--- config.mk ---
export PLATFORM = sky130hd
export DESIGN_NAME = ltc_lcd_timing
export DESIGN_NICKNAME = d
export VERILOG_FILES = /design/src/ltc_lcd_timing.v
export VERILOG_INCLUDE_DIRS = /design/src
export SDC_FILE = /design/constraint.sdc
export NUM_CORES = 1
export LEC_CHECK = 0
export ABC_AREA = 1
export ABC_CLOCK_PERIOD_IN_PS = 4750
export BUFFER_PORTS_ARGS = -buffer_cell sky130_fd_sc_hd__clkbuf_2
export CORE_MARGIN = 4
export CORE_UTILIZATION = 35
export CTS_BUF_LIST = sky130_fd_sc_hd__clkbuf_8 sky130_fd_sc_hd__clkbuf_16
export DETAILED_ROUTE_END_ITERATION = 12
export PLACE_DENSITY_LB_ADDON = 0.25
export SYNTH_ARGS = -nofsm -noshare
export SYNTH_HDL_FRONTEND = slang
export SYNTH_SLANG_ARGS = --single-unit
export TNS_END_PERCENT = 10
--- constraint.sdc ---
create_clock -name clock -period 4.75 [get_ports clock]
set_clock_uncertainty 0.2 [all_clocks]
set_input_delay 0.2375 -clock clock [delete_from_list [all_inputs] [get_ports clock]]
set_output_delay 0.2375 -clock clock [all_outputs]
set_load 0.05 [all_outputs]
--- src/ltc_defs.vh ---
// register map, field layout, reset values and timing counts of the lcd
// timing control block; assumes byte addresses on a 16-bit register bus
`ifndef LTC_DEFS_VH
`define LTC_DEFS_VH

// =====================================================
// register addresses
`define LTC_ADDR_BIAS 16'hf0f0
`define LTC_ADDR_CONTRAST 16'hf0f1
`define LTC_ADDR_MODE 16'hf0f2
`define LTC_ADDR_OUTMODE 16'hf0f4
`define LTC_ADDR_SEG_BASE 16'hf100
`define LTC_SEG_COUNT 44
`define LTC_SEG_IDX_W 6

// =====================================================
// reset values
`define LTC_RST_BIAS 8'h08
`define LTC_RST_CONTRAST 8'h00
`define LTC_RST_MODE 8'h00
`define LTC_RST_OUTMODE 8'h00
`define LTC_RST_SEG 8'h00

// =====================================================
// field positions
`define LTC_BIAS_EN_BIT 0
`define LTC_MCLK_SEL_LSB 1
`define LTC_MCLK_SEL_MSB 3
`define LTC_CONTRAST_MSB 4
`define LTC_DUTY_MSB 1
`define LTC_FRAME_LSB 5
`define LTC_FRAME_MSB 6
`define LTC_OUTMODE_MSB 1

// =====================================================
// output modes
`define LTC_OM_STOP 2'h0
`define LTC_OM_ALL_OFF 2'h1
`define LTC_OM_DISPLAY 2'h2
`define LTC_OM_ALL_ON 2'h3

// =====================================================
// frame length in low-speed clock cycles per frame field code
`define LTC_FRAME_LEN_0 10'h200
`define LTC_FRAME_LEN_1 10'h1c0
`define LTC_FRAME_LEN_2 10'h180
`define LTC_FRAME_LEN_3 10'h140

// =====================================================
// whole-cycle slot length at 1/3 duty per frame field code
`define LTC_SLOT3_LEN_0 10'h0aa
`define LTC_SLOT3_LEN_1 10'h095
`define LTC_SLOT3_LEN_2 10'h080
`define LTC_SLOT3_LEN_3 10'h06a

// =====================================================
// drive level codes, 1/3 bias: ground, vl1, vl2, vl3
`define LTC_LVL_GND 2'h0
`define LTC_LVL_1 2'h1
`define LTC_LVL_2 2'h2
`define LTC_LVL_3 2'h3

`endif

--- src/ltc_lcd_timing.v ---
// lcd drive timing control: registers, multiplier clock divider, common
// slot sequencer and digital drive level codes for commons and segments.
// assumes the low-speed clock arrives as an asynchronous pin and the
// analog bias generator turns the level codes into voltages.
// limitation: a 36-entry part leaves the top eight bank entries unused.
//
// Contract
// bias_control bit 0 enables the bias generator and resets to 0.
// bias_control bits 3-1 divide the low-speed clock by 2 to the n for the multiplier.
// the multiplier select resets to code 100, giving bias_control a reset value of 08h.
// contrast_level bits 4-0 hold a 32-step contrast code that resets to zero.
// panel_timing_mode bits 1-0 select duty 1/1, 1/2, 1/3 or 1/4, resetting to 1/1.
// panel_timing_mode bits 6-5 pick 64, 73, 85 or 102 Hz at a 32.768 kHz clock.
// at a 31.25 kHz clock the same codes give 61, 70, 81 or 97 Hz.
// frames equal the reference rate except at 1/3 duty where whole-cycle slots shorten them.
// panel_timing_mode takes byte or word access; other registers take bytes only.
// bias resets to 08h, contrast, mode and output mode to 00h, all read/write.
// a bank of 44 byte-wide read/write segment registers sits at consecutive addresses.
// output mode 00 stops with ground everywhere, 01 all off, 10 data, 11 all on.
// segment register bits 3-0 choose on or off waveform per common line.
// reset stops bias and drivers and puts ground on every common and segment.
// common slots are counted in low-speed cycles, duty phases per frame.
//
// Chosen here: the address-and-strobe port.
`timescale 1ns/10ps
`default_nettype none
`include "ltc_defs.vh"

module ltc_lcd_timing (
  // clock and reset
  input wire clock,
  input wire rst_b,
  // low-speed clock pin
  input wire low_speed_clock,
  // register port
  input wire [15:0] reg_addr,
  input wire [15:0] reg_wdata,
  input wire reg_word,
  input wire reg_wr,
  input wire reg_rd,
  output reg [15:0] reg_rdata,
  // bias generator controls
  output reg bias_enable,
  output reg mult_clk_en,
  output reg [4:0] contrast_code,
  // panel drive level codes, two bits per line
  output reg [7:0] com_level,
  output reg [87:0] seg_level,
  output reg frame_start
);

  // =====================================================
  // low-speed clock sampling
  reg ls_s1_q;
  reg ls_s2_q;
  reg ls_s3_q;
  reg ls_lvl_q;
  wire ls_agree;
  wire ls_rise;

  // a level counts only when the second and third stage agree
  assign ls_agree = (ls_s2_q == ls_s3_q);
  assign ls_rise = ls_agree && ls_s3_q && !ls_lvl_q;

  always @(posedge clock or negedge rst_b) begin
    if (!rst_b) begin
      ls_s1_q <= 1'b0;
      ls_s2_q <= 1'b0;
      ls_s3_q <= 1'b0;
      ls_lvl_q <= 1'b0;
    end else begin
      ls_s1_q <= low_speed_clock;
      ls_s2_q <= ls_s1_q;
      ls_s3_q <= ls_s2_q;
      if (ls_agree) begin
        ls_lvl_q <= ls_s3_q;
      end
    end
  end

  // =====================================================
  // registers
  reg [7:0] bias_q;
  reg [7:0] contrast_q;
  reg [7:0] mode_q;
  reg [7:0] outmode_q;
  reg [7:0] seg_mem_q [0:`LTC_SEG_COUNT-1];
  wire [15:0] seg_off;
  wire seg_hit;
  wire [`LTC_SEG_IDX_W-1:0] seg_idx;
  wire hit_bias;
  wire hit_contrast;
  wire hit_mode;
  wire hit_outmode;
  integer i;

  assign seg_off = reg_addr - `LTC_ADDR_SEG_BASE;
  assign seg_hit = (reg_addr >= `LTC_ADDR_SEG_BASE) && (seg_off < `LTC_SEG_COUNT);
  assign seg_idx = seg_off[`LTC_SEG_IDX_W-1:0];
  assign hit_bias = (reg_addr == `LTC_ADDR_BIAS);
  assign hit_contrast = (reg_addr == `LTC_ADDR_CONTRAST);
  assign hit_mode = (reg_addr == `LTC_ADDR_MODE);
  assign hit_outmode = (reg_addr == `LTC_ADDR_OUTMODE);

  always @(posedge clock or negedge rst_b) begin
    if (!rst_b) begin
      bias_q <= `LTC_RST_BIAS;
      contrast_q <= `LTC_RST_CONTRAST;
      mode_q <= `LTC_RST_MODE;
      outmode_q <= `LTC_RST_OUTMODE;
      for (i = 0; i < `LTC_SEG_COUNT; i = i + 1) begin
        seg_mem_q[i] <= `LTC_RST_SEG;
      end
    end else if (reg_wr) begin
      // word writes only land on the mode register; its high byte has no storage
      if (hit_mode) begin
        mode_q <= reg_wdata[7:0];
      end else if (!reg_word) begin
        if (hit_bias) begin
          bias_q <= reg_wdata[7:0];
        end else if (hit_contrast) begin
          contrast_q <= reg_wdata[7:0];
        end else if (hit_outmode) begin
          outmode_q <= reg_wdata[7:0];
        end else if (seg_hit) begin
          seg_mem_q[seg_idx] <= reg_wdata[7:0];
        end
      end
    end
  end

  // =====================================================
  // read path, data one cycle after the strobe
  reg [7:0] rd_byte;

  always @* begin
    rd_byte = 8'h00;
    if (hit_bias) begin
      rd_byte = bias_q;
    end else if (hit_contrast) begin
      rd_byte = contrast_q;
    end else if (hit_mode) begin
      rd_byte = mode_q;
    end else if (hit_outmode) begin
      rd_byte = outmode_q;
    end else if (seg_hit) begin
      rd_byte = seg_mem_q[seg_idx];
    end
  end

  always @(posedge clock or negedge rst_b) begin
    if (!rst_b) begin
      reg_rdata <= 16'h0000;
    end else if (reg_rd) begin
      // byte-only registers answer a word read with zero
      if (reg_word && !hit_mode) begin
        reg_rdata <= 16'h0000;
      end else begin
        reg_rdata <= {8'h00, rd_byte};
      end
    end else begin
      reg_rdata <= 16'h0000;
    end
  end

  // =====================================================
  // field decode
  wire bias_on;
  wire [2:0] mclk_sel;
  wire [1:0] duty_sel;
  wire [1:0] frame_sel;
  wire [1:0] out_mode;

  assign bias_on = bias_q[`LTC_BIAS_EN_BIT];
  assign mclk_sel = bias_q[`LTC_MCLK_SEL_MSB:`LTC_MCLK_SEL_LSB];
  assign duty_sel = mode_q[`LTC_DUTY_MSB:0];
  assign frame_sel = mode_q[`LTC_FRAME_MSB:`LTC_FRAME_LSB];
  assign out_mode = outmode_q[`LTC_OUTMODE_MSB:0];

  // =====================================================
  // multiplier clock divider
  reg [6:0] mdiv_q;
  reg [6:0] mdiv_mask;

  always @* begin
    mdiv_mask = 7'h00;
    case (mclk_sel)
      3'h0: mdiv_mask = 7'h00;
      3'h1: mdiv_mask = 7'h01;
      3'h2: mdiv_mask = 7'h03;
      3'h3: mdiv_mask = 7'h07;
      3'h4: mdiv_mask = 7'h0f;
      3'h5: mdiv_mask = 7'h1f;
      3'h6: mdiv_mask = 7'h3f;
      default: mdiv_mask = 7'h7f;
    endcase
  end

  always @(posedge clock or negedge rst_b) begin
    if (!rst_b) begin
      mdiv_q <= 7'h00;
      mult_clk_en <= 1'b0;
      bias_enable <= 1'b0;
      contrast_code <= 5'h00;
    end else begin
      bias_enable <= bias_on;
      contrast_code <= contrast_q[`LTC_CONTRAST_MSB:0];
      mult_clk_en <= 1'b0;
      if (!bias_on) begin
        mdiv_q <= 7'h00;
      end else if (ls_rise) begin
        mdiv_q <= mdiv_q + 7'h01;
        // one pulse every 2 to the n low-speed edges
        mult_clk_en <= ((mdiv_q & mdiv_mask) == mdiv_mask);
      end
    end
  end

  // =====================================================
  // common slot sequencer
  reg [9:0] frame_len;
  reg [9:0] slot_len;
  reg [9:0] third_len;
  reg [1:0] last_phase;
  reg [9:0] slot_cnt_q;
  reg [1:0] phase_q;
  reg polarity_q;
  wire run;
  wire slot_end;

  // frame lengths give 64/73/85/102 Hz at 32.768 kHz and 61/70/81/97 Hz at 31.25 kHz
  always @* begin
    frame_len = `LTC_FRAME_LEN_0;
    case (frame_sel)
      2'h0: frame_len = `LTC_FRAME_LEN_0;
      2'h1: frame_len = `LTC_FRAME_LEN_1;
      2'h2: frame_len = `LTC_FRAME_LEN_2;
      default: frame_len = `LTC_FRAME_LEN_3;
    endcase
  end

  // whole slots at 1/3 duty come from a table, keeping a divider off the slot path
  always @* begin
    third_len = `LTC_SLOT3_LEN_0;
    case (frame_sel)
      2'h0: third_len = `LTC_SLOT3_LEN_0;
      2'h1: third_len = `LTC_SLOT3_LEN_1;
      2'h2: third_len = `LTC_SLOT3_LEN_2;
      default: third_len = `LTC_SLOT3_LEN_3;
    endcase
  end

  // 1/3 duty truncates the slot, so the frame runs slightly fast except at frame code 2, where 384 divides by 3
  always @* begin
    slot_len = frame_len;
    last_phase = duty_sel;
    case (duty_sel)
      2'h0: slot_len = frame_len;
      2'h1: slot_len = {1'b0, frame_len[9:1]};
      2'h2: slot_len = third_len;
      default: slot_len = {2'b00, frame_len[9:2]};
    endcase
  end

  assign run = (out_mode != `LTC_OM_STOP);
  assign slot_end = ls_rise && (slot_cnt_q >= slot_len - 10'h001);

  always @(posedge clock or negedge rst_b) begin
    if (!rst_b) begin
      slot_cnt_q <= 10'h000;
      phase_q <= 2'h0;
      polarity_q <= 1'b0;
      frame_start <= 1'b0;
    end else begin
      frame_start <= 1'b0;
      if (!run) begin
        slot_cnt_q <= 10'h000;
        phase_q <= 2'h0;
        polarity_q <= 1'b0;
      end else if (slot_end) begin
        slot_cnt_q <= 10'h000;
        if (phase_q >= last_phase) begin
          phase_q <= 2'h0;
          // alternate polarity each frame to keep the glass free of dc
          polarity_q <= !polarity_q;
          frame_start <= 1'b1;
        end else begin
          phase_q <= phase_q + 2'h1;
        end
      end else if (ls_rise) begin
        slot_cnt_q <= slot_cnt_q + 10'h001;
      end
    end
  end

  // =====================================================
  // drive level codes
  reg [7:0] com_d;
  reg [87:0] seg_d;
  reg seg_on;
  integer c;
  integer s;

  always @* begin
    com_d = 8'h00;
    seg_d = 88'h0;
    seg_on = 1'b0;
    for (c = 0; c < 4; c = c + 1) begin
      if (!run) begin
        com_d[c*2 +: 2] = `LTC_LVL_GND;
      end else if ((c <= last_phase) && (c == phase_q)) begin
        com_d[c*2 +: 2] = polarity_q ? `LTC_LVL_GND : `LTC_LVL_3;
      end else begin
        com_d[c*2 +: 2] = polarity_q ? `LTC_LVL_2 : `LTC_LVL_1;
      end
    end
    for (s = 0; s < `LTC_SEG_COUNT; s = s + 1) begin
      case (out_mode)
        `LTC_OM_ALL_OFF: seg_on = 1'b0;
        `LTC_OM_ALL_ON: seg_on = 1'b1;
        `LTC_OM_DISPLAY: seg_on = seg_mem_q[s][phase_q];
        default: seg_on = 1'b0;
      endcase
      if (!run) begin
        seg_d[s*2 +: 2] = `LTC_LVL_GND;
      end else if (seg_on) begin
        seg_d[s*2 +: 2] = polarity_q ? `LTC_LVL_3 : `LTC_LVL_GND;
      end else begin
        seg_d[s*2 +: 2] = polarity_q ? `LTC_LVL_1 : `LTC_LVL_2;
      end
    end
  end

  always @(posedge clock or negedge rst_b) begin
    if (!rst_b) begin
      com_level <= 8'h00;
      seg_level <= 88'h0;
    end else begin
      com_level <= com_d;
      seg_level <= seg_d;
    end
  end

endmodule // ltc_lcd_timing

`default_nettype wire

==> metrics.txt <==
most frequent CP cell=nand2_1; global placement routability congestion=0.8883; FP Rows=98; dpl hpwl=53500 um; routed vias=21819; TNS Setup=0 ps; flop2flop setup slack=960 ps; grt ovf=0; worst slew pin tran=1028 ps; clk_lat worst skew=610 ps; Post-Syn Area per Cell=7.309 sq um; worst path bufs/invs=2; DRC=0; Core Box Area=71730 sq um; area grow syn2layout=12.09%; delay-heaviest family, CP=simple AND/OR/NAND/NOR gates; Hold Path Depth=2; die extent in y=277.4 um; clk buf depth=3; CP required=5000 ps; critical path's largest stage delay=430 ps; GR Util met2=34.93%; initial antenna violation count=3; Achievable Freq=264.0 MHz; Cell variety after synth=46; Pleak=13.72 nW; Routed Antenna Nets=0; number of synthesized register bits=474; Final Hold Vio Count=0; PortBufs=141; final setup vio count=0; clock root cell=clkbuf_16; EDFF count, synth=0; Setup crit end kind=register; total track usage=21.13%; min cycle time layout=3789 ps; RR Startpoint=mode_q[5]; Hold Path End=ls_s1_q; TritonCTS Buffers=54; Overall Power=8.964 mW; vias in the first global route=20542; Pwr Density=314.8 nW/um^2; met3 usage=3.207%; Register-to-Register Path Depth=17; Clock Pin Slew Worst Setup and Hold Paths=60 ps; Synth warnings=0; drt initial violations=1966; first-pass GRT wire length=127200 um; Via density=4.861; critical path class=register to register; status=complete, no violations; CTS Sinks=474; Worst Setup Start Kind=register; number of setup buffers added after CTS=0; most common flop cell mapped by yosys=dfrtp_1; sequential fraction of the synthesis area=46.70%; Post-synth ARST share=100.0%; layout cell share with drive strength beyond 1=9.135%; first drt pass iteration count=5; NumNets Final=3555; Max Cap Viol=0; die area=76940 sq um; mapped cell area=25400 sq um; DR WL/cell=18.34 um; worst hold start=low_speed_clock; GR Layer Usage met1=28.91%; IO Pins=158; H-tree depth=2; Max-slew headroom=31.24%; count of final max-slew check failures=0; Most Crowded Layer GR=met2; critical path, cell by cell=inv_1 > ha_1 > inv_1 > nor2_1 > nor3_1 > nand4_1 > a211oi_1 > xor2_1 > ha_1 > nand2_1 > nor2_1 > a211oi_1 > nand4_1 > nand2_1 > nand2_1 > nand3_1 > o21ai_0; CP arrival=4040 ps; Min-Delay Path Class=input port to register; largest net degree at the start of global routing=98; initial core utilization=35.41%; Tcrit/Tclk final=79.76%; cell count after synthesis=3475; RSZ-0062 raised after global routing=false; Crit-path slowest cell=nor3_1; CP Max Fanout=12; CTS tree=built; Die X=277.4 um; DRT Wirelength=82320 um; FF-to-FF End=phase_q[1]; worst vdd rail ir drop=0.2712 mV
worst register-to-register path, cell delays in order, from the launching register on:
cell      delay [ps]
dfrtp_1          410
inv_1             90
ha_1             310
inv_1             90
nor2_1            50
nor3_1           430
nand4_1          140
a211oi_1         230
xor2_1           190
ha_1             280
nand2_1          100
nor2_1            50
a211oi_1         180
nand4_1          170
nand2_1          160
nand2_1          290
nand3_1          160
o21ai_0           90
flip-flops by register name (all words and copies together) (netlist names), 2 cells and up:
signal         flops
mode_q             8
slot_cnt_q        10
contrast_code      5
mdiv_q             7
outmode_q          8
phase_q            2
com_level          5
seg_level         45
bias_q             8
seg_mem_q        352
reg_rdata          8
contrast_q         8
what timing repair did:
action                    4_1_cts  5_1_grt
hold buffers                    5        0
resized for setup               0        0
hold endpoints to repair       97        0
cells in the final DEF, fill, tap and decap left out, types with 39 or more instances in the layout:
master / count
inv_1: 619
o21ai_0: 544
clkbuf_2: 138
nand3_1: 180
o21ai_1: 39
a21oi_1: 123
clkbuf_16: 57
dfrtp_1: 470
buf_4: 43
nand2_1: 1001
nor2_1: 103
through the flow:
stage,instances,utilization (%),area (sq um),setup WS [ps],hold WS (ps)
finish,4489,39.69,28470,961.4,75.30
global route,4486,39.68,28460,506.7,81.80
CTS,4486,39.68,28460,942.6,52.61
detailed placement,4379,37.03,26570,945.6,136.4
global placement,4379,37.03,26570,989.5,134.6
floorplan,3482,-,25430,1417,-258.1
routing by layer:
metal / wire (um) / up-vias
met4: 2292 / 0
met1: 36330 / 10243
li1: - / 10772
met3: 5361 / 131
met5: 0 / -
met2: 38340 / 673
worst max-delay path by stage:
| stage | depth (start not counted) | slack [ps] | startpoint | to |
|---|---|---|---|---|
| 6_report | 17 | 960 | mode_q[5] | phase_q[1] |
| 5_1_grt | 18 | 510 | mode_q[5] | phase_q[0] |
| 4_1_cts | 17 | 940 | mode_q[5] | phase_q[1] |
| 3_5_place_dp | 17 | 950 | mode_q[5] | phase_q[1] |
| 3_3_place_gp | 17 | 990 | mode_q[5] | phase_q[1] |
| 2_1_floorplan | 18 | 1420 | mode_q[5] | phase_q[1] |
where the power goes:
part	internal [mW]	leakage, nW	switching, mW	total (mW)
clock	2.58	0.964	1.76	4.34
combinational	0.112	7.52	0.443	0.556
sequential	4.06	5.24	0.0145	4.07
logic make-up (layout without fill, tap and decap cells):
group,count (synthesis),count (layout),share of synthesized area [%]
fa+ha+maj,27,27,1.330
buf+inv,859,913,14.07
simple gates,1345,1345,22.00
mux,5,5,0.2069
compound gates,750,750,15.19
flops,474,474,46.70
xor+xnor,14,14,0.4828
other cells,1,11,0.01476
cells in the mapped netlist (5+ instances only):
| cell | number | area (sq um) |
|---|---|---|
| nand2_1 | 1001 | 3757 |
| inv_1 | 607 | 2278 |
| o21ai_0 | 544 | 2723 |
| dfrtp_1 | 473 | 11840 |
| nand3_1 | 180 | 900.9 |
| a21oi_1 | 123 | 615.6 |
| clkbuf_1 | 123 | 461.7 |
| nor2_1 | 105 | 394.1 |
| buf_4 | 56 | 420.4 |
| o21ai_1 | 39 | 195.2 |
| buf_2 | 36 | 180.2 |
| o211ai_1 | 28 | 210.2 |
| ha_1 | 27 | 337.8 |
| buf_1 | 18 | 67.56 |
| nand4_1 | 14 | 87.58 |
| nor3_1 | 13 | 65.06 |
| buf_6 | 10 | 112.6 |
| nand3_4 | 10 | 175.2 |
| xor2_1 | 9 | 78.83 |
| o22ai_1 | 7 | 43.79 |
| inv_2 | 6 | 22.52 |
| xnor2_1 | 5 | 43.79 |
area by class of cell:
class                           instances  area (sq um)
Fill cell                            7597         43260
Sequential cell                       474         11870
Timing Repair Buffer                  196          1244
Clock buffer                           63          1509
Clock inverter                         39         337.8
Multi-Input combinational cell       2149         10000
Inverter                              615          2312
Antenna cell                            3         7.507
Tap cell                              950          1189
(Power assumes the default switching activity.)
